File: src/irq_ctrl_pkg.sv
package irq_ctrl_pkg;

  // -------------------------------------------------------------------------
  // sources, in natural order (index 0 wins ties)
  // -------------------------------------------------------------------------
  localparam int unsigned NUM_SRC         = 14;
  localparam int unsigned SRC_PFAIL       = 0;
  localparam int unsigned SRC_EXT0        = 1;
  localparam int unsigned SRC_TMR0        = 2;
  localparam int unsigned SRC_EXT1        = 3;
  localparam int unsigned SRC_TMR1        = 4;
  localparam int unsigned SRC_UART0       = 5;
  localparam int unsigned SRC_TMR2        = 6;
  localparam int unsigned SRC_UART1       = 7;
  localparam int unsigned SRC_EXT2        = 8;
  localparam int unsigned SRC_EXT3        = 9;
  localparam int unsigned SRC_EXT4        = 10;
  localparam int unsigned SRC_EXT5        = 11;
  localparam int unsigned SRC_WDOG        = 12;
  localparam int unsigned SRC_RTC         = 13;

  // -------------------------------------------------------------------------
  // timing
  // -------------------------------------------------------------------------
  localparam int unsigned CLK_MHZ         = 100;
  localparam int unsigned CLKS_PER_MCYC   = 4;
  localparam int unsigned FORCED_LONG_CALL_MCYC      = 4;
  localparam int unsigned MIN_RESP_MCYC   = 5;
  localparam int unsigned MAX_RESP_MCYC   = 13;

  // -------------------------------------------------------------------------
  // register word offsets (byte addresses)
  // -------------------------------------------------------------------------
  localparam logic [7:0] OFS_FLAG_SET     = 8'h00;
  localparam logic [7:0] OFS_FLAG_CLR     = 8'h04;
  localparam logic [7:0] OFS_ENABLE       = 8'h08;
  localparam logic [7:0] OFS_PRIORITY     = 8'h0C;
  localparam logic [7:0] OFS_CONFIG       = 8'h10;
  localparam logic [7:0] OFS_STATUS       = 8'h14;

  // config bits
  localparam int unsigned CFG_GLOBAL_EN   = 0;
  localparam int unsigned CFG_PFAIL_EN    = 1;
  localparam int unsigned CFG_EXT0_EDGE   = 2;
  localparam int unsigned CFG_EXT1_EDGE   = 3;

  // reset values
  localparam logic [13:0] ENABLE_RST      = 14'h0000;
  localparam logic [13:0] PRIORITY_RST    = 14'h0000;
  localparam logic [3:0]  CONFIG_RST      = 4'h0;

  // vector base and spacing
  localparam logic [15:0] VEC_BASE        = 16'h0003;
  localparam logic [15:0] VEC_STEP        = 16'h0008;

  typedef enum logic [1:0] {
    LVL_LOW,
    LVL_HIGH,
    LVL_TOP
  } level_e;

endpackage : irq_ctrl_pkg

File: src/interrupt_priority_controller.sv
// Functional notes
// - uart has rx/tx flags, untouched by service
// - uart flags set only on word done
// - rtc alarm lowest, wakes from stop
// - power-fail top, own enable only
// - power-fail flag follows warning level
// - software-set flag acts like hardware request
// - clear cancels pending, not active service
// - rtc alarm flag not software settable
// - three levels, others programmable, reset low
// - only strictly higher level preempts
// - natural order breaks simultaneous ties
// - sample per machine cycle, call next
// - level external flags track pin
// - call withheld by busy, midinstr, return_from_interrupt, writes
// - minimum response five machine cycles
// - worst response thirteen machine cycles
// - hardware set beats software clear same cycle; software set beats call auto-clear
// - deferred request uses newly written values
// - vector chosen combinationally in one cycle
// - global enable masks all but power-fail
// - flags set regardless of enable
// - timer0/1, edge ext0/1 auto-cleared on call
//
// The implementer's own choices: register access over Wishbone and the address map.
`timescale 1ns/10ps
module interrupt_priority_controller
  import irq_ctrl_pkg::*;
(
  input  wire logic        clk_i,
  input  wire logic        rst_i,
  // wishbone slave
  input  wire logic        wb_cyc_i,
  input  wire logic        wb_stb_i,
  input  wire logic        wb_we_i,
  input  wire logic [7:0]  wb_adr_i,
  input  wire logic [3:0]  wb_sel_i,
  input  wire logic [31:0] wb_dat_i,
  output logic      [31:0] wb_dat_o,
  output logic             wb_ack_o,
  // sources (pins asynchronous, peripheral events same clock)
  input  wire logic        ext0_n_i,
  input  wire logic        ext1_n_i,
  input  wire logic        ext2_i,
  input  wire logic        ext3_n_i,
  input  wire logic        ext4_i,
  input  wire logic        ext5_n_i,
  input  wire logic        power_fail_warn_level_i,
  input  wire logic        timer_zero_overflow_i,
  input  wire logic        timer_one_overflow_i,
  input  wire logic        timer_two_overflow_i,
  input  wire logic        uart0_rx_done_i,
  input  wire logic        uart0_tx_done_i,
  input  wire logic        uart1_rx_done_i,
  input  wire logic        uart1_tx_done_i,
  input  wire logic        wdog_event_i,
  input  wire logic        rtc_alarm_i,
  // cpu sequencer
  input  wire logic        instr_last_cycle_i,
  input  wire logic        instr_is_return_from_interrupt_i,
  input  wire logic        instr_writes_irq_reg_i,
  input  wire logic        in_stop_mode_i,
  output logic             forced_long_call_o,
  output logic      [15:0] call_vector_o,
  output logic             mcyc_tick_o,
  output logic             stop_wake_o,
  output logic      [15:0] uart_flags_o
);

  // -------------------------------------------------------------------------
  // machine cycle divider
  // -------------------------------------------------------------------------
  logic [1:0] div_q;
  wire        div_wrap = (div_q == 2'(CLKS_PER_MCYC - 1));

  always_ff @(posedge clk_i) begin
    if (rst_i) div_q <= 2'h0;
    else       div_q <= div_wrap ? 2'h0 : div_q + 2'h1;
  end

  // sample at first clock of cycle, poll at the last
  wire sample_en = (div_q == 2'h0);
  wire poll_en   = div_wrap;
  assign mcyc_tick_o = div_wrap;

  // -------------------------------------------------------------------------
  // pin synchronisers
  // -------------------------------------------------------------------------
  logic [6:0] pin_s1_q;
  logic [6:0] pin_s2_q;
  wire  [6:0] pin_raw = {power_fail_warn_level_i, ~ext5_n_i, ext4_i, ~ext3_n_i, ext2_i, ~ext1_n_i, ~ext0_n_i};

  always_ff @(posedge clk_i) begin
    if (rst_i) begin
      pin_s1_q <= 7'h00;
      pin_s2_q <= 7'h00;
    end else begin
      pin_s1_q <= pin_raw;
      pin_s2_q <= pin_s1_q;
    end
  end

  // per-machine-cycle pin sample, previous sample for pseudo edges
  logic [5:0] ext_smp_q;
  logic [5:0] ext_prev_q;
  always_ff @(posedge clk_i) begin
    if (rst_i) begin
      ext_smp_q  <= 6'h00;
      ext_prev_q <= 6'h00;
    end else if (sample_en) begin
      ext_smp_q  <= pin_s2_q[5:0];
      ext_prev_q <= ext_smp_q;
    end
  end
  wire [5:0] ext_edge = ext_smp_q & ~ext_prev_q & {6{sample_en}};

  // -------------------------------------------------------------------------
  // registers and bus decode
  // -------------------------------------------------------------------------
  logic [13:0] flag_q;
  logic [13:0] flag_d;
  logic [13:0] enable_q;
  logic [13:0] prio_q;
  logic [3:0]  cfg_q;
  logic [3:0]  uart_sub_q;
  logic [3:0]  uart_sub_d;
  logic        ack_q;

  wire req     = wb_cyc_i & wb_stb_i & ~ack_q;
  wire wr      = req & wb_we_i;
  wire wr_lo   = wr & wb_sel_i[0];
  wire wr_hi   = wr & wb_sel_i[1];
  wire sel_set = (wb_adr_i == OFS_FLAG_SET);
  wire sel_clr = (wb_adr_i == OFS_FLAG_CLR);
  wire sel_en  = (wb_adr_i == OFS_ENABLE);
  wire sel_pr  = (wb_adr_i == OFS_PRIORITY);
  wire sel_cfg = (wb_adr_i == OFS_CONFIG);
  wire sel_st  = (wb_adr_i == OFS_STATUS);

  wire [13:0] byte_mask = {{6{wr_hi}}, {8{wr_lo}}};
  wire [13:0] sw_set    = (sel_set ? wb_dat_i[13:0] & byte_mask : 14'h0000);
  wire [13:0] sw_clr    = (sel_clr ? wb_dat_i[13:0] & byte_mask : 14'h0000);
  // uart sub-flags live in bits 19:16 of the set/clear words
  wire [3:0]  sw_uset   = (sel_set & wr & wb_sel_i[2]) ? wb_dat_i[19:16] : 4'h0;
  wire [3:0]  sw_uclr   = (sel_clr & wr & wb_sel_i[2]) ? wb_dat_i[19:16] : 4'h0;

  // -------------------------------------------------------------------------
  // hardware events
  // -------------------------------------------------------------------------
  // only word-complete strobes set uart flags
  wire [3:0] uart_hw = {uart1_tx_done_i, uart1_rx_done_i, uart0_tx_done_i, uart0_rx_done_i};

  logic [13:0] hw_set;
  logic [13:0] auto_clr;
  logic        call_fire;
  logic [3:0]  win_idx;

  always_comb begin
    hw_set = 14'h0000;
    hw_set[SRC_TMR0]  = timer_zero_overflow_i;
    hw_set[SRC_TMR1]  = timer_one_overflow_i;
    hw_set[SRC_TMR2]  = timer_two_overflow_i;
    hw_set[SRC_EXT0]  = cfg_q[CFG_EXT0_EDGE] & ext_edge[0];
    hw_set[SRC_EXT1]  = cfg_q[CFG_EXT1_EDGE] & ext_edge[1];
    hw_set[SRC_EXT2]  = ext_edge[2];
    hw_set[SRC_EXT3]  = ext_edge[3];
    hw_set[SRC_EXT4]  = ext_edge[4];
    hw_set[SRC_EXT5]  = ext_edge[5];
    hw_set[SRC_WDOG]  = wdog_event_i;
    hw_set[SRC_RTC]   = rtc_alarm_i;
    auto_clr = 14'h0000;
    auto_clr[SRC_TMR0] = call_fire & (win_idx == 4'(SRC_TMR0));
    auto_clr[SRC_TMR1] = call_fire & (win_idx == 4'(SRC_TMR1));
    auto_clr[SRC_EXT0] = call_fire & (win_idx == 4'(SRC_EXT0)) & cfg_q[CFG_EXT0_EDGE];
    auto_clr[SRC_EXT1] = call_fire & (win_idx == 4'(SRC_EXT1)) & cfg_q[CFG_EXT1_EDGE];
  end

  always_comb begin
    flag_d = (flag_q & ~sw_clr & ~auto_clr) | sw_set | hw_set;
    flag_d[SRC_RTC] = (flag_q[SRC_RTC] & ~sw_clr[SRC_RTC]) | hw_set[SRC_RTC];
    uart_sub_d = (uart_sub_q & ~sw_uclr) | sw_uset | uart_hw;
    flag_d[SRC_UART0] = |uart_sub_d[1:0];
    flag_d[SRC_UART1] = |uart_sub_d[3:2];
    if (!cfg_q[CFG_EXT0_EDGE]) flag_d[SRC_EXT0] = ext_smp_q[0];
    if (!cfg_q[CFG_EXT1_EDGE]) flag_d[SRC_EXT1] = ext_smp_q[1];
    flag_d[SRC_PFAIL] = pin_s2_q[6];
  end

  always_ff @(posedge clk_i) begin
    if (rst_i) begin
      flag_q     <= 14'h0000;
      uart_sub_q <= 4'h0;
      enable_q   <= ENABLE_RST;
      prio_q     <= PRIORITY_RST;
      cfg_q      <= CONFIG_RST;
      ack_q      <= 1'b0;
    end else begin
      flag_q     <= flag_d;
      uart_sub_q <= uart_sub_d;
      ack_q      <= req;
      if (sel_en)  enable_q <= (enable_q & ~byte_mask) | (wb_dat_i[13:0] & byte_mask);
      if (sel_pr)  prio_q   <= (prio_q & ~byte_mask) | (wb_dat_i[13:0] & byte_mask);
      if (sel_cfg & wr_lo) cfg_q <= wb_dat_i[3:0];
    end
  end

  // -------------------------------------------------------------------------
  // sampling and arbitration
  // -------------------------------------------------------------------------
  logic [13:0] smp_q;
  always_ff @(posedge clk_i) begin
    if (rst_i)          smp_q <= 14'h0000;
    else if (sample_en) smp_q <= flag_q;
  end

  wire [13:0] live = smp_q & flag_q;

  // global enable masks all but power-fail
  logic [13:0] gate_en;
  always_comb begin
    gate_en = enable_q & {14{cfg_q[CFG_GLOBAL_EN]}};
    gate_en[SRC_PFAIL] = cfg_q[CFG_PFAIL_EN];
  end
  wire [13:0] pend = live & gate_en;

  logic [1:0] src_lvl [NUM_SRC];
  for (genvar g = 0; g < NUM_SRC; g++) begin : g_lvl
    if (g == SRC_PFAIL) begin : g_top
      assign src_lvl[g] = 2'(LVL_TOP);
    end else begin : g_prog
      assign src_lvl[g] = prio_q[g] ? 2'(LVL_HIGH) : 2'(LVL_LOW);
    end
  end

  // service stack: one bit per level in progress
  logic [2:0] active_q;
  logic [2:0] active_d;
  logic [1:0] cur_lvl;
  always_comb begin
    cur_lvl = 2'(LVL_LOW);
    if (active_q[LVL_HIGH]) cur_lvl = 2'(LVL_HIGH);
    if (active_q[LVL_TOP])  cur_lvl = 2'(LVL_TOP);
  end

  logic       win_any;
  logic [1:0] win_lvl;
  always_comb begin
    win_any = 1'b0;
    win_lvl = 2'(LVL_LOW);
    win_idx = 4'h0;
    // lowest index wins ties; rtc last
    for (int i = NUM_SRC - 1; i >= 0; i--) begin
      if (pend[i] && (!win_any || src_lvl[i] >= win_lvl)) begin
        win_any = 1'b1;
        win_lvl = src_lvl[i];
        win_idx = 4'(i);
      end
    end
  end

  wire preempt_ok = (active_q == 3'h0) || (win_lvl > cur_lvl);

  // -------------------------------------------------------------------------
  // acknowledge sequencer
  // -------------------------------------------------------------------------
  typedef enum logic [1:0] {
    ST_IDLE,
    ST_ARMED,
    ST_CALL
  } seq_e;

  seq_e       state_q;
  logic [1:0] call_cnt_q;
  logic [1:0] arm_lvl_q;

  // withheld by busy, midinstr, return_from_interrupt, register write
  // enables re-evaluated at call time, so new values apply
  wire blocked = !preempt_ok || !instr_last_cycle_i || instr_is_return_from_interrupt_i || instr_writes_irq_reg_i;
  assign call_fire = (state_q != ST_CALL) && poll_en && win_any && !blocked;

  always_comb begin
    active_d = active_q;
    if (instr_is_return_from_interrupt_i && instr_last_cycle_i && poll_en) begin
      // return ends highest level in progress
      if (active_q[LVL_TOP])       active_d[LVL_TOP]  = 1'b0;
      else if (active_q[LVL_HIGH]) active_d[LVL_HIGH] = 1'b0;
      else                         active_d[LVL_LOW]  = 1'b0;
    end
    if (call_fire) active_d[win_lvl] = 1'b1;
  end

  always_ff @(posedge clk_i) begin
    if (rst_i) begin
      state_q       <= ST_IDLE;
      call_cnt_q    <= 2'h0;
      arm_lvl_q     <= 2'h0;
      active_q      <= 3'h0;
      call_vector_o <= 16'h0000;
    end else begin
      active_q <= active_d;
      case (state_q)
        // poll detected samples, call next cycle
        ST_IDLE, ST_ARMED: begin
          if (call_fire) begin
            state_q       <= ST_CALL;
            call_cnt_q    <= 2'h0;
            arm_lvl_q     <= win_lvl;
            call_vector_o <= VEC_BASE + VEC_STEP * 16'(win_idx);
          end else if (poll_en) begin
            state_q <= (win_any && preempt_ok) ? ST_ARMED : ST_IDLE;
          end
        end
        ST_CALL: if (poll_en) begin
          if (call_cnt_q == 2'(FORCED_LONG_CALL_MCYC - 1)) state_q <= ST_IDLE;
          call_cnt_q <= call_cnt_q + 2'h1;
        end
        default: state_q <= ST_IDLE;
      endcase
    end
  end

  assign forced_long_call_o = (state_q == ST_CALL);
  // rtc alarm can wake from stop
  assign stop_wake_o = in_stop_mode_i & flag_q[SRC_RTC] & enable_q[SRC_RTC];
  assign uart_flags_o = {12'h000, uart_sub_q};

  // -------------------------------------------------------------------------
  // read back
  // -------------------------------------------------------------------------
  wire [31:0] rd_mux =
      sel_set ? {12'h000, uart_sub_q, 2'h0, flag_q} :
      sel_en  ? {18'h00000, enable_q} :
      sel_pr  ? {18'h00000, prio_q} :
      sel_cfg ? {28'h0000000, cfg_q} :
      sel_st  ? {20'h00000, win_idx, forced_long_call_o, active_q, 1'b0, arm_lvl_q, 1'b0} :
      32'h00000000;

  always_ff @(posedge clk_i) begin
    if (rst_i)    wb_dat_o <= 32'h00000000;
    else if (req) wb_dat_o <= rd_mux;
  end
  assign wb_ack_o = ack_q;

endmodule : interrupt_priority_controller

File: config.mk
export PLATFORM = sky130hd
export DESIGN_NAME = interrupt_priority_controller
export DESIGN_NICKNAME = d
export VERILOG_FILES = /design/src/irq_ctrl_pkg.sv /design/src/interrupt_priority_controller.sv
export SDC_FILE = /design/constraint.sdc
export NUM_CORES = 1
export LEC_CHECK = 0
export ABC_AREA = 1
export BUFFER_PORTS_ARGS = -buffer_cell sky130_fd_sc_hd__buf_2
export CORE_MARGIN = 4
export CORE_UTILIZATION = 35
export CTS_CLUSTER_DIAMETER = 60
export CTS_CLUSTER_SIZE = 12
export DETAILED_ROUTE_END_ITERATION = 6
export GPL_ROUTABILITY_DRIVEN = 0
export PLACE_DENSITY = 0.63
export SYNTH_ARGS = -nofsm -noshare
export SYNTH_HDL_FRONTEND = slang
export SYNTH_SLANG_ARGS = --single-unit
File: constraint.sdc
create_clock -name clk_i -period 8.5 [get_ports clk_i]
set_input_delay 0.85 -clock clk_i [delete_from_list [all_inputs] [get_ports clk_i]]
set_output_delay 0.85 -clock clk_i [all_outputs]
set_load 0.02 [all_outputs]
## After elaboration in Yosys (flattened, before gate mapping)

Cells that the tools add are included.

- Flip-flop bits (word level): 150
- Input port bits: 69
- Output and inout port bits: 68
- Logic and storage cells: 254

- Add/subtract/negate cells: 3
- $lt $le $gt $ge: 16
- Equal/unequal tests: 18
- Multiplexer cells: 83
- Bitwise gates (word level): 51
- Reductions and logical operators: 65

Operator list:

| cell | count |
|---|---|
| AND 14 bit | 6 |
| 2-to-1 mux 4 bit | 16 |
| 2-to-1 mux 14 bit | 3 |
| 2-to-1 mux 2 bit | 21 |
| 2-to-1 mux 1 bit | 34 |
| OR 14 bit | 2 |
| AND 13 bit | 2 |
| OR 13 bit | 2 |
| >= comparator 1 x 2 -> 1 bit | 12 |
| 2-to-1 mux 12 bit | 2 |
| AND 1 bit | 21 |
| logical AND 1 bit | 20 |
| 2-to-1 mux 20 bit | 1 |
| logical OR 1 bit | 17 |
| equality test 8 x 4 -> 1 bit (second input constant) | 2 |
| equality test 8 x 5 -> 1 bit (second input constant) | 2 |
| zero test 1 bit | 16 |
| NOT 14 bit | 1 |
| 2-to-1 mux 13 bit | 1 |
| NOT 13 bit | 1 |
| NOT 5 -> 13 bit | 1 |
| AND 6 bit | 2 |
| adder 2 x 7 -> 8 bit (first input constant) | 1 |
| equality test 4 x 2 -> 1 bit (second input constant) | 2 |
| other kinds (30) | 48 |

## Longest topological paths before layout

Gate-level depths: netlist of the first run.

- Depth in word-level cells: 70
- Mapped depth: 22
- Depth with buffers taken out: 22

## Worst setup path before layout of the first run

OpenSTA, ideal clock, no wires.

- Path type: register to register
- Start point: register flag_q[13]
- End point: register arm_lvl_q[0]
- Setup time: 70 ps
- Data arrival time: 2604 ps
- Data required time: 8430 ps
- Slack: 5825 ps
- Cell stages (with the launch flop): 22
- Path buffers: 1
- Period minus slack after synthesis: 2675 ps
- Cell sequence: dfxtp_1 -> nand2_1 -> nor2_2 -> nand2_2 -> o211ai_2 -> a21oi_2 -> o221ai_1 -> a21oi_1 -> o221ai_2 -> a21oi_2 -> o221ai_2 -> o21bai_1 -> nand2_1 -> ha_1 -> nand2_1 -> a32oi_1 -> nor2_1 -> nand2_4 -> nor2_4 -> buf_6 -> nand2_1 -> a21oi_1

- Word-level cells in the longest chain between the ends: 64
- Elaborated cells between the ends (all ways): 92
- Classes of those cells: order compare: 14; mux: 28; bitwise: 2; reduce/logical: 48

Ends and longest elaborated chain:

| what | RTL line | text |
|---|---|---|
| start: declaration | interrupt_priority_controller.sv:120 | `logic [13:0] flag_q;` |
| start signal: assignment | interrupt_priority_controller.sv:198 | `flag_q <= flag_d;` |
| AND 14 bit (*) | interrupt_priority_controller.sv:216 | `wire [13:0] live = smp_q & flag_q;` |
| AND 14 bit (*) | interrupt_priority_controller.sv:224 | `wire [13:0] pend = live & gate_en;` |
| 2-to-1 mux 1 bit | interrupt_priority_controller.sv:253 | `if (pend[i] && (!win_any \|\| src_lvl[i] >= win_lvl)) begin` |
| >= comparator 1 x 2 -> 1 bit or zero test 1 bit (tied branches) | interrupt_priority_controller.sv:253 |  |
| logical OR 1 bit | interrupt_priority_controller.sv:253 |  |
| logical AND 1 bit | interrupt_priority_controller.sv:253 |  |
| 2-to-1 mux 2 bit or 2-to-1 mux 1 bit (tied branches) | interrupt_priority_controller.sv:253 |  |
| >= comparator 1 x 2 -> 1 bit or zero test 1 bit (tied branches) | interrupt_priority_controller.sv:253 |  |
| (+46 left out) | n/a |  |
| 2-to-1 mux 2 bit | interrupt_priority_controller.sv:253 |  |
| greater-than comparator 2 bit | interrupt_priority_controller.sv:261 | `wire preempt_ok = (active_q == 3'h0) \|\| (win_lvl > cur_lvl);` |
| logical OR 1 bit | interrupt_priority_controller.sv:261 |  |
| zero test 1 bit | interrupt_priority_controller.sv:278 | `wire blocked = !preempt_ok \|\| !instr_last_cycle_i \|\| instr_is_return_from_interrupt_i \|\| instr_writes_irq_reg_ ...` |
| logical OR 1 bit (3 in series) | interrupt_priority_controller.sv:278 |  |
| zero test 1 bit | interrupt_priority_controller.sv:279 | `assign call_fire = (state_q != ST_CALL) && poll_en && win_any && !blocked;` |
| logical AND 1 bit | interrupt_priority_controller.sv:279 |  |
| AND reduction 2 bit (no line) | n/a |  |
| end signal: assignment | interrupt_priority_controller.sv:307 | `arm_lvl_q <= win_lvl;` |
| end: declaration | interrupt_priority_controller.sv:274 | `logic [1:0] arm_lvl_q;` |

Every way passes the cells marked *; elsewhere a longest branch is shown, timed or not.
A chain may end at the register's enable or synchronous reset.

## Worst setup path in the final report of the first run

- Start point: register cfg_q[0]
- End point: register flag_q[2]

- Word-level cells in the longest chain between the ends: 68
- Elaborated cells between the ends (all ways): 111
- Classes of those cells: order compare: 14; eq/ne: 1; mux: 42; bitwise: 7; reduce/logical: 47

Ends and longest elaborated chain:

| what | RTL line | text |
|---|---|---|
| start: declaration | interrupt_priority_controller.sv:124 | `logic [3:0] cfg_q;` |
| start signal: assignment | interrupt_priority_controller.sv:203 | `if (sel_cfg & wr_lo) cfg_q <= wb_dat_i[3:0];` |
| AND 14 bit (*) | interrupt_priority_controller.sv:221 | `gate_en = enable_q & {14{cfg_q[CFG_GLOBAL_EN]}};` |
| AND 14 bit (*) | interrupt_priority_controller.sv:224 |  |
| 2-to-1 mux 1 bit | interrupt_priority_controller.sv:253 |  |
| >= comparator 1 x 2 -> 1 bit or zero test 1 bit (tied branches) | interrupt_priority_controller.sv:253 |  |
| logical OR 1 bit | interrupt_priority_controller.sv:253 |  |
| logical AND 1 bit | interrupt_priority_controller.sv:253 |  |
| 2-to-1 mux 2 bit or 2-to-1 mux 1 bit (tied branches) | interrupt_priority_controller.sv:253 |  |
| >= comparator 1 x 2 -> 1 bit or zero test 1 bit (tied branches) | interrupt_priority_controller.sv:253 |  |
| (+49 left out) | n/a |  |
| zero test 1 bit | interrupt_priority_controller.sv:278 |  |
| logical OR 1 bit (3 in series) | interrupt_priority_controller.sv:278 |  |
| zero test 1 bit | interrupt_priority_controller.sv:279 |  |
| logical AND 1 bit | interrupt_priority_controller.sv:279 |  |
| AND 1 bit (*) | interrupt_priority_controller.sv:172 | `auto_clr[SRC_TMR0] = call_fire & (win_idx == 4'(SRC_TMR0));` |
| NOT 5 -> 13 bit (*) | interrupt_priority_controller.sv:179 | `flag_d = (flag_q & ~sw_clr & ~auto_clr) \| sw_set \| hw_set;` |
| AND 13 bit (*) | interrupt_priority_controller.sv:179 |  |
| OR 13 bit (*) (2 in series) | interrupt_priority_controller.sv:179 |  |

Marks and branches as above.

==> qor.yml, run 1 <==
io_pins: 137
start_util_pct: 35.70
overflow: 0
grt_antenna_before_repair: 0
rsz0062_at_grt: "no"
grtUsageTotal_pct: 17.60
drive_above_1_share_pct: 17.88
grt_pass1_vias: 5122
slowest_stage: "dfxtp_1"
row_count: 47
cpPeakStageDelay_ps: 530
ant_nets: 0
yosysSeqAreaShare_pct: 42.42
drt_wl_total_um: 16170
grt_pass1_wl_um: 26060
htreeDepth: 4
synth_area_leaders: "dfxtp_1, nor2_1, nand2_1"
die_height_um: 137.8
area_growth_pct: 18.85
grt_max_degree: 91
cts_buffer_depth: 2
clockRootBuffer: "clkbuf_16"
clkPwrFrac_pct: 50.2
postCtsSetupRepairBufs: 0
cp.required_ps: 8750
cts_resized: 0
skew_ps: 6.598
ir_drop_v: 0.0001329
dieWidth_um: 137.8
cp.buffers_inverters: 0
pwr_density_cell_mw_per_mm2: 213.6
p_sw_share_pct: 25.07
p_switching_mw: 0.3754
fmax_mhz: 288.6
drc: 0
wl_per_cell_um: 14.50
worst-setup-path-type: "reg -> reg"
drt_pass1_iterations: 5
cts_tree: "done"
max-slew-margin-rel_pct: 25.54
yosysTopAreaCell: "dfxtp_1"
finalHoldViolations: 0
worstSetupStartpointType: "flip-flop"
setup_violations: 0
intPower_mw: 1.122
synth.top_cell.area_share_pct: 42.42
finalCriticalPeriod_ps: 3465
vias_per_cell: 4.860
drtIter0Drc: 384
yosys_warnings: 0
hold_path.class: "reg -> reg"
clkLatencyLatePin_ps: 410
worst_pin_slew_ps: 1113
syn_inst: 803
avgSynthCellArea_um2: 7.347
cts_sinks: 125
die_area_mm2: 0.01900
postCtsHoldBufs: 0
syn_area_mm2: 0.005899
dpl.hpwl_um: 11310
synth_cell_types: 45
timing.final.crit_share_pct: 40.77
antenna_cells: 0
crit_chain: "nand2_1 -> nor2_2 -> nand2_2 -> o211ai_2 -> a21oi_2 -> o221ai_1 -> a21oi_1 -> o221ai_2 -> a21oi_2 -> o221ai_2 -> o21bai_1 -> nand2_1 -> ha_1 -> nand2_1 -> a32oi_1 -> nor2_1 -> nand2_4 -> nor2_1 -> nand2_1 -> nand2_1 -> a21oi_1"
hold-worst-slack_ps: 399.7
critPathTopFamily: "simple AND/OR/NAND/NOR gates"
status: "finished, final reports clean"
ys_ff_latch: 125
maxCapViolations: 0
clk_pin_slew_ps: 60
setup_tns_ps: 0
power.leakage_nw: 3.088
io_buffers: 85
cpMostUsedCell: "nand2_1"
crit_fanout: 15
cts_buffers: 17
core_mm2: 0.01652
nets: 956
end_kind: "flip-flop"
vias: 5419
pwr-share-comb_pct: 7.8
power_frac_seq_pct: 42.0
drv_slew: 0
critPathArrivalTime_ps: 3720
## worst reg2reg max path, delay by kind of cell (launching register included)
family	cells	cell delay, ps
AND/OR/NAND/NOR	10	1290
flip-flops	1	530
adder cells (fa/ha/maj)	1	240
AO/OA/AOI/OAI	10	1270
## cells in the final DEF, fill, tap and decap left out, types with 7 or more instances in the layout
| cell | synthesis | layout |
|---|---|---|
| nor2_1 | 128 | 127 |
| dfxtp_1 | 125 | 125 |
| nand2_1 | 114 | 114 |
| inv_1 | 89 | 89 |
| buf_2 | 3 | 85 |
| a21oi_1 | 67 | 67 |
| o21ai_0 | 44 | 44 |
| conb_1 | 1 | 36 |
| a211oi_1 | 29 | 29 |
| nand3_1 | 24 | 24 |
| nand4_1 | 18 | 18 |
| clkbuf_16 | 0 | 17 |
| a31oi_1 | 14 | 14 |
| a221oi_1 | 9 | 9 |
| nor3_1 | 8 | 8 |
| buf_4 | 37 | 7 |
## path summary, 6_finish.rpt
kind / startpoint / to / slack (ps) / cells past startpoint
worst min register to register: pin_s1_q[5] / pin_s2_q[5] / 400 / 2
worst min-delay path: pin_s1_q[5] / pin_s2_q[5] / 400 / 2
worst max register to register: cfg_q[0] / flag_q[2] / 5030 / 21
worst max-delay path: cfg_q[0] / flag_q[2] / 5030 / 21
## layer usage
layer / track usage, % / wire, um / vias up
li1: - / - / 2774
met5: 0 / 0 / -
met3: 4.529 / 1189 / 32
met4: 6.147 / 363 / 0
met2: 27.49 / 7134 / 203
met1: 23.57 / 7481 / 2410
## logic make-up (layout without fill, tap and decap cells)
kind of cell / Yosys count / in the layout / share of synthesized area (%)
other: 1 / 36 / 0.06357
AND/OR/NAND/NOR: 309 / 309 / 22.12
flip-flops: 125 / 125 / 42.42
buffers and inverters: 163 / 220 / 12.92
adder cells (fa/ha/maj): 5 / 5 / 1.060
AO/OA/AOI/OAI: 200 / 200 / 21.42
## synthesized netlist by cell type (all sizes together)
cell,n
a211o,1
a211oi,29
a21oi,73
a221oi,9
a31oi,14
a32o,1
a32oi,1
buf,42
clkbuf,25
clkinv,2
conb,1
dfxtp,125
ha,5
inv,94
nand2,121
nand3,25
nand4,18
nor2,131
nor3,9
nor4,1
o211ai,3
o21a,1
o21ai,50
o21bai,3
o221ai,6
o22ai,3
o31ai,6
or2,4
## power groups by stage
stage          Sequential, mW  Clock (mW)  Combinational [mW]
5_1_grt                 0.633       0.793               0.131
3_3_place_gp            0.641           0               0.114
6_report                0.630       0.752               0.116
3_5_place_dp            0.642           0               0.116
4_1_cts                 0.629       0.763               0.117
2_1_floorplan           0.641           0              0.0880
## area by class of cell
cell class,instances,area (um^2)
Timing Repair Buffer,92,478.0
Clock inverter,14,181.4
Sequential cell,125,2502
Inverter,96,360.3
Fill cell,1681,9513
Clock buffer,18,439.2
Tap cell,220,275.3
Multi-Input combinational cell,550,2775
## through the flow
step | total power, mW | setup WS, ps | cell area [um^2] | util, % | instances
6_report | 1.497 | 5035 | 7012 | 42.43 | 1115
5_1_grt | 1.557 | 4748 | 7012 | 42.43 | 1115
4_1_cts | 1.509 | 5028 | 7012 | 42.43 | 1115
3_5_place_dp | 0.7572 | 4773 | 6391 | 38.68 | 1083
3_3_place_gp | 0.7553 | 4758 | 6391 | 38.68 | 1083
2_1_floorplan | 0.7286 | 5825 | 6031 | - | 838
Note: power is estimated with default switching activity, not from simulation.
==> run 2, diff against run 1 <==
clock period = 3.6 ns   (was 8.5 ns; I/O delays follow)
==> qor.yml, run 2 (synthesized netlist as in run 1, its figures left out) <==
status: "finished, final reports clean"
postCtsHoldBufs: 0
htreeDepth: 4
dpl.hpwl_um: 11730
area_growth_pct: 18.79
start_util_pct: 35.70
end_kind: "flip-flop"
fin_ws_ps: 353.1
grt_pass1_wl_um: 26320
maxCapViolations: 0
pwr_density_cell_mw_per_mm2: 493.4
die_height_um: 137.8
drv_slew: 0
critPathArrivalTime_ps: 3590
power.leakage_nw: 3.090
worst-setup-path-type: "reg -> reg"
fillers: 1695
cts_buffer_depth: 2
die_area_mm2: 0.01900
nets: 961
final_common_cell: "nor2_1"
row_count: 47
io_pins: 137
clockRootBuffer: "clkbuf_16"
cts_tree: "done"
setup_tns_ps: 0
finalCriticalPeriod_ps: 3247
rsz0062_at_grt: "no"
cts_buffers: 17
grtUsageTotal_pct: 17.85
placed_cells: 1088
drive_above_1_share_pct: 17.73
fmax_mhz: 308.0
io_buffers: 85
drtIter0Drc: 373
pre_cts_slack_ps: 353.8
drc: 0
cp.required_ps: 3940
clk_pin_slew_ps: 50
cts_resized: 0
skew_ps: 8.222
finalHoldViolations: 0
ant_nets: 0
grt_max_degree: 61
crit_fanout: 11
hold_path.class: "in -> reg"
core_mm2: 0.01652
grt_antenna_before_repair: 0
wl_per_cell_um: 14.75
dieWidth_um: 137.8
drt_wl_total_um: 16480
drt_pass1_iterations: 5
vias: 5501
timing.final.crit_share_pct: 90.19
worstSetupStartpointType: "flip-flop"
vias_per_cell: 4.925
ir_drop_v: 0.0003209
clkLatencyLatePin_ps: 410
grt_pass1_vias: 5230
power_mw: 3.458
antenna_cells: 0
setup_violations: 0
max-slew-margin-rel_pct: 24.02
overflow: 0
postCtsSetupRepairBufs: 0
worst_pin_slew_ps: 1138
fin_cells: 1117
final_cell_mix: "nor2_1, dfxtp_1, nand2_1, inv_1, buf_2"
cts_sinks: 125
run 2: changes by cell type in the layout (fill, tap and decap cells not counted):
| cell | change |
|---|---|
| buf_4 | +5 |
| clkinv_4 | -5 |
| inv_6 | -4 |
| clkbuf_1 | +3 |
| clkbuf_8 | +1 |
| clkinv_2 | +1 |
| clkinvlp_4 | +1 |
run 2: path summary, 6_finish.rpt:
check / from / endpoint / slack [ps] / depth (start not counted)
hold reg to reg: pin_s1_q[5] / pin_s2_q[5] / 400 / 2
setup reg to reg: cfg_q[0] / call_vector_o[6] / 350 / 20
setup / recovery: cfg_q[0] / call_vector_o[6] / 350 / 20
hold / removal: ext5_n_i / pin_s1_q[5] / 90 / 2
run 2: power breakdown:
group	total, mW	internal [mW]	switching, mW
logic	0.273	0.0805	0.193
registers	1.49	1.45	0.0369
clock network	1.70	1.11	0.587
total	3.46	2.64	0.817
run 2: layout make-up:
class,count,area [um^2],area share (%)
multi-input combinational,550,2775,39.60
clock buffer,22,464.2,6.624
clock inverter,7,115.1,1.643
inverter,96,360.3,5.142
sequential,125,2502,35.71
tap,220,275.3,3.928
timing repair buffer,97,515.5,7.356
run 2: worst max-delay path, cell delays in order (launching register included):
cell	delay, ps
dfxtp_1	440
nand2_1	130
nor2_2	60
nand2_2	80
o211ai_2	110
a21oi_2	150
o221ai_1	130
a21oi_1	170
o221ai_2	130
a21oi_2	140
o221ai_2	100
o21bai_1	180
nand2_1	90
ha_1	240
nand2_1	60
a32oi_1	70
nor2_1	240
nand2_4	110
nor2_4	240
o21ai_0	120
a21oi_1	160
run 2: per-layer routing:
metal | vias to the layer above | GRT usage, % | wire [um]
met2 | 217 | 28.23 | 7305
met3 | 36 | 4.054 | 1215
li1 | 2777 | - | -
met1 | 2471 | 23.44 | 7487
met4 | 0 | 7.464 | 466
met5 | - | 0 | 0
run 2: stage by stage:
stage | hold slack, ps | instance area [um^2] | util (%)
2_1_floorplan | 388.3 | 6031 | -
3_3_place_gp | 388.4 | 6429 | 38.90
3_5_place_dp | 393.5 | 6429 | 38.90
4_1_cts | 81.84 | 7008 | 42.41
5_1_grt | 95.29 | 7008 | 42.41
6_report | 94.91 | 7008 | 42.41
==> run 3, diff against run 2 <==
clock period = 3.2 ns   (was 3.6 ns; I/O delays follow)
==> qor.yml, run 3 (synthesized netlist as in run 1, its figures left out) <==
status: "finished, final reports clean"
intPower_mw: 2.851
antenna_cells: 0
clkLatencyLatePin_ps: 410
vias: 5533
cts_tree: "done"
drc: 0
cts_buffer_depth: 2
timing.final.crit_share_pct: 91.59
fmax_mhz: 341.2
dpl.hpwl_um: 11760
grt_pass1_vias: 5089
htreeDepth: 4
max-slew-margin-rel_pct: 44.73
hold-path-cell-count: 2
cp.buffers_inverters: 2
reg2reg_from: "flag_q[12]"
finalHoldViolations: 0
ir_drop_v: 0.0003646
setup_tns_ps: 0
row_count: 47
grt_pass1_wl_um: 26140
reg2reg_depth: 21
start_util_pct: 35.70
min_from: "ext5_n_i"
cts_sinks: 125
drv_slew: 0
clk_pin_slew_ps: 60
crit_fanout: 6
setup_violations: 0
fin_ws_ps: 269.2
p_switching_mw: 0.9437
worst-setup-path-type: "reg -> reg"
crit_chain: "nand2_1 -> nor2_2 -> nand2_2 -> o211ai_2 -> a21oi_2 -> o221ai_2 -> a21oi_2 -> o221ai_2 -> a21oi_2 -> o221ai_2 -> o21bai_1 -> nand2_1 -> ha_1 -> o21bai_1 -> a32oi_1 -> nor2_2 -> nand2_4 -> nor2_4 -> buf_12 -> buf_4 -> o21a_1"
power_frac_seq_pct: 44.1
rsz0062_at_grt: "no"
die_area_mm2: 0.01900
placed_cells: 1090
worstSetupStartpointType: "flip-flop"
p_sw_share_pct: 24.87
wl_per_cell_um: 14.64
clockRootBuffer: "clkbuf_16"
grt_max_degree: 69
final_cell_mix: "nor2_1, dfxtp_1, nand2_1, inv_1, buf_2"
nets: 967
area_growth_pct: 19.85
dieWidth_um: 137.8
r2r-end: "call_vector_o[1]"
hold_path.class: "in -> reg"
clkPwrFrac_pct: 47.8
ant_nets: 0
die_height_um: 137.8
drt_pass1_iterations: 5
vias_per_cell: 4.914
power.leakage_nw: 3.109
io_pins: 137
finalCriticalPeriod_ps: 2931
final_common_cell: "nor2_1"
drtIter0Drc: 389
grt_antenna_before_repair: 0
worst_pin_slew_ps: 828.1
critPathTopFamily: "compound AO/OA/AOI/OAI gates"
io_buffers: 85
fin_cells: 1126
cpPeakStageDelay_ps: 340
pwr-share-comb_pct: 8.2
slowest_stage: "dfxtp_1"
core_mm2: 0.01652
pre_cts_slack_ps: 77.64
min_to: "pin_s1_q[5]"
cp.required_ps: 3500
grtUsageTotal_pct: 17.76
maxCapViolations: 0
drt_wl_total_um: 16480
cts_buffers: 17
overflow: 0
pwr_density_cell_mw_per_mm2: 536.7
fillers: 1710
end_kind: "flip-flop"
drive_above_1_share_pct: 19.32
reg2reg_slack_ps: 270
critPathArrivalTime_ps: 3240
skew_ps: 9.272
run 3: metal layers:
layer,up-vias,GRT usage (%),wire length (um)
li1,2792,-,-
met1,2517,23.64,7500
met2,191,28.39,7467
met3,33,4.018,1146
met4,0,6.092,367
met5,-,0,0
run 3: metrics by stage:
| stage | hold slack (ps) | total power [mW] | util, % | instance area, um^2 |
|---|---|---|---|---|
| after global placement | 391.1 | 2.007 | 38.99 | 6444 |
| after global routing | 52.43 | 3.954 | 42.79 | 7071 |
| final | 57.40 | 3.795 | 42.79 | 7071 |
| after detailed placement | 392.5 | 2.011 | 38.99 | 6444 |
| after CTS | 48.37 | 3.818 | 42.41 | 7008 |
| after floorplan | 388.3 | 1.935 | - | 6031 |
run 3: worst max path at each step:
stage / from / endpoint / slack (ps) / depth (start not counted)
6_report: flag_q[12] / call_vector_o[1] / 270 / 21
4_1_cts: flag_q[13] / flag_q[2] / 50 / 21
3_3_place_gp: flag_q[13] / flag_q[2] / 100 / 21
2_1_floorplan: flag_q[13] / arm_lvl_q[0] / 530 / 21
3_5_place_dp: flag_q[13] / flag_q[2] / 80 / 21
5_1_grt: flip-flop / arm_lvl_q[1] / 7 / 21
run 3: final cells by class:
| cell class | instances | area, um^2 | share of cell area, % |
|---|---|---|---|
| Multi-Input combinational cell | 550 | 2793 | 39.50 |
| Clock buffer | 23 | 478.0 | 6.760 |
| Timing Repair Buffer | 103 | 573.1 | 8.105 |
| Inverter | 96 | 360.3 | 5.096 |
| Tap cell | 220 | 275.3 | 3.893 |
| Clock inverter | 9 | 86.33 | 1.221 |
| Sequential cell | 125 | 2505 | 35.43 |
run 3: power by group through the flow:
stage | logic [mW] | registers, mW | clock network (mW)
2_1_floorplan | 0.234 | 1.70 | 0
3_3_place_gp | 0.304 | 1.70 | 0
3_5_place_dp | 0.307 | 1.70 | 0
4_1_cts | 0.310 | 1.67 | 1.84
5_1_grt | 0.353 | 1.68 | 1.92
6_report | 0.310 | 1.67 | 1.81
run 3: what timing repair did:
action / 4_1_cts / 5_1_grt
hold buffers: 0 / 0
gates resized for setup: 0 / 9
setup endpoints to repair: 0 / 13
buffers inserted: 0 / 4
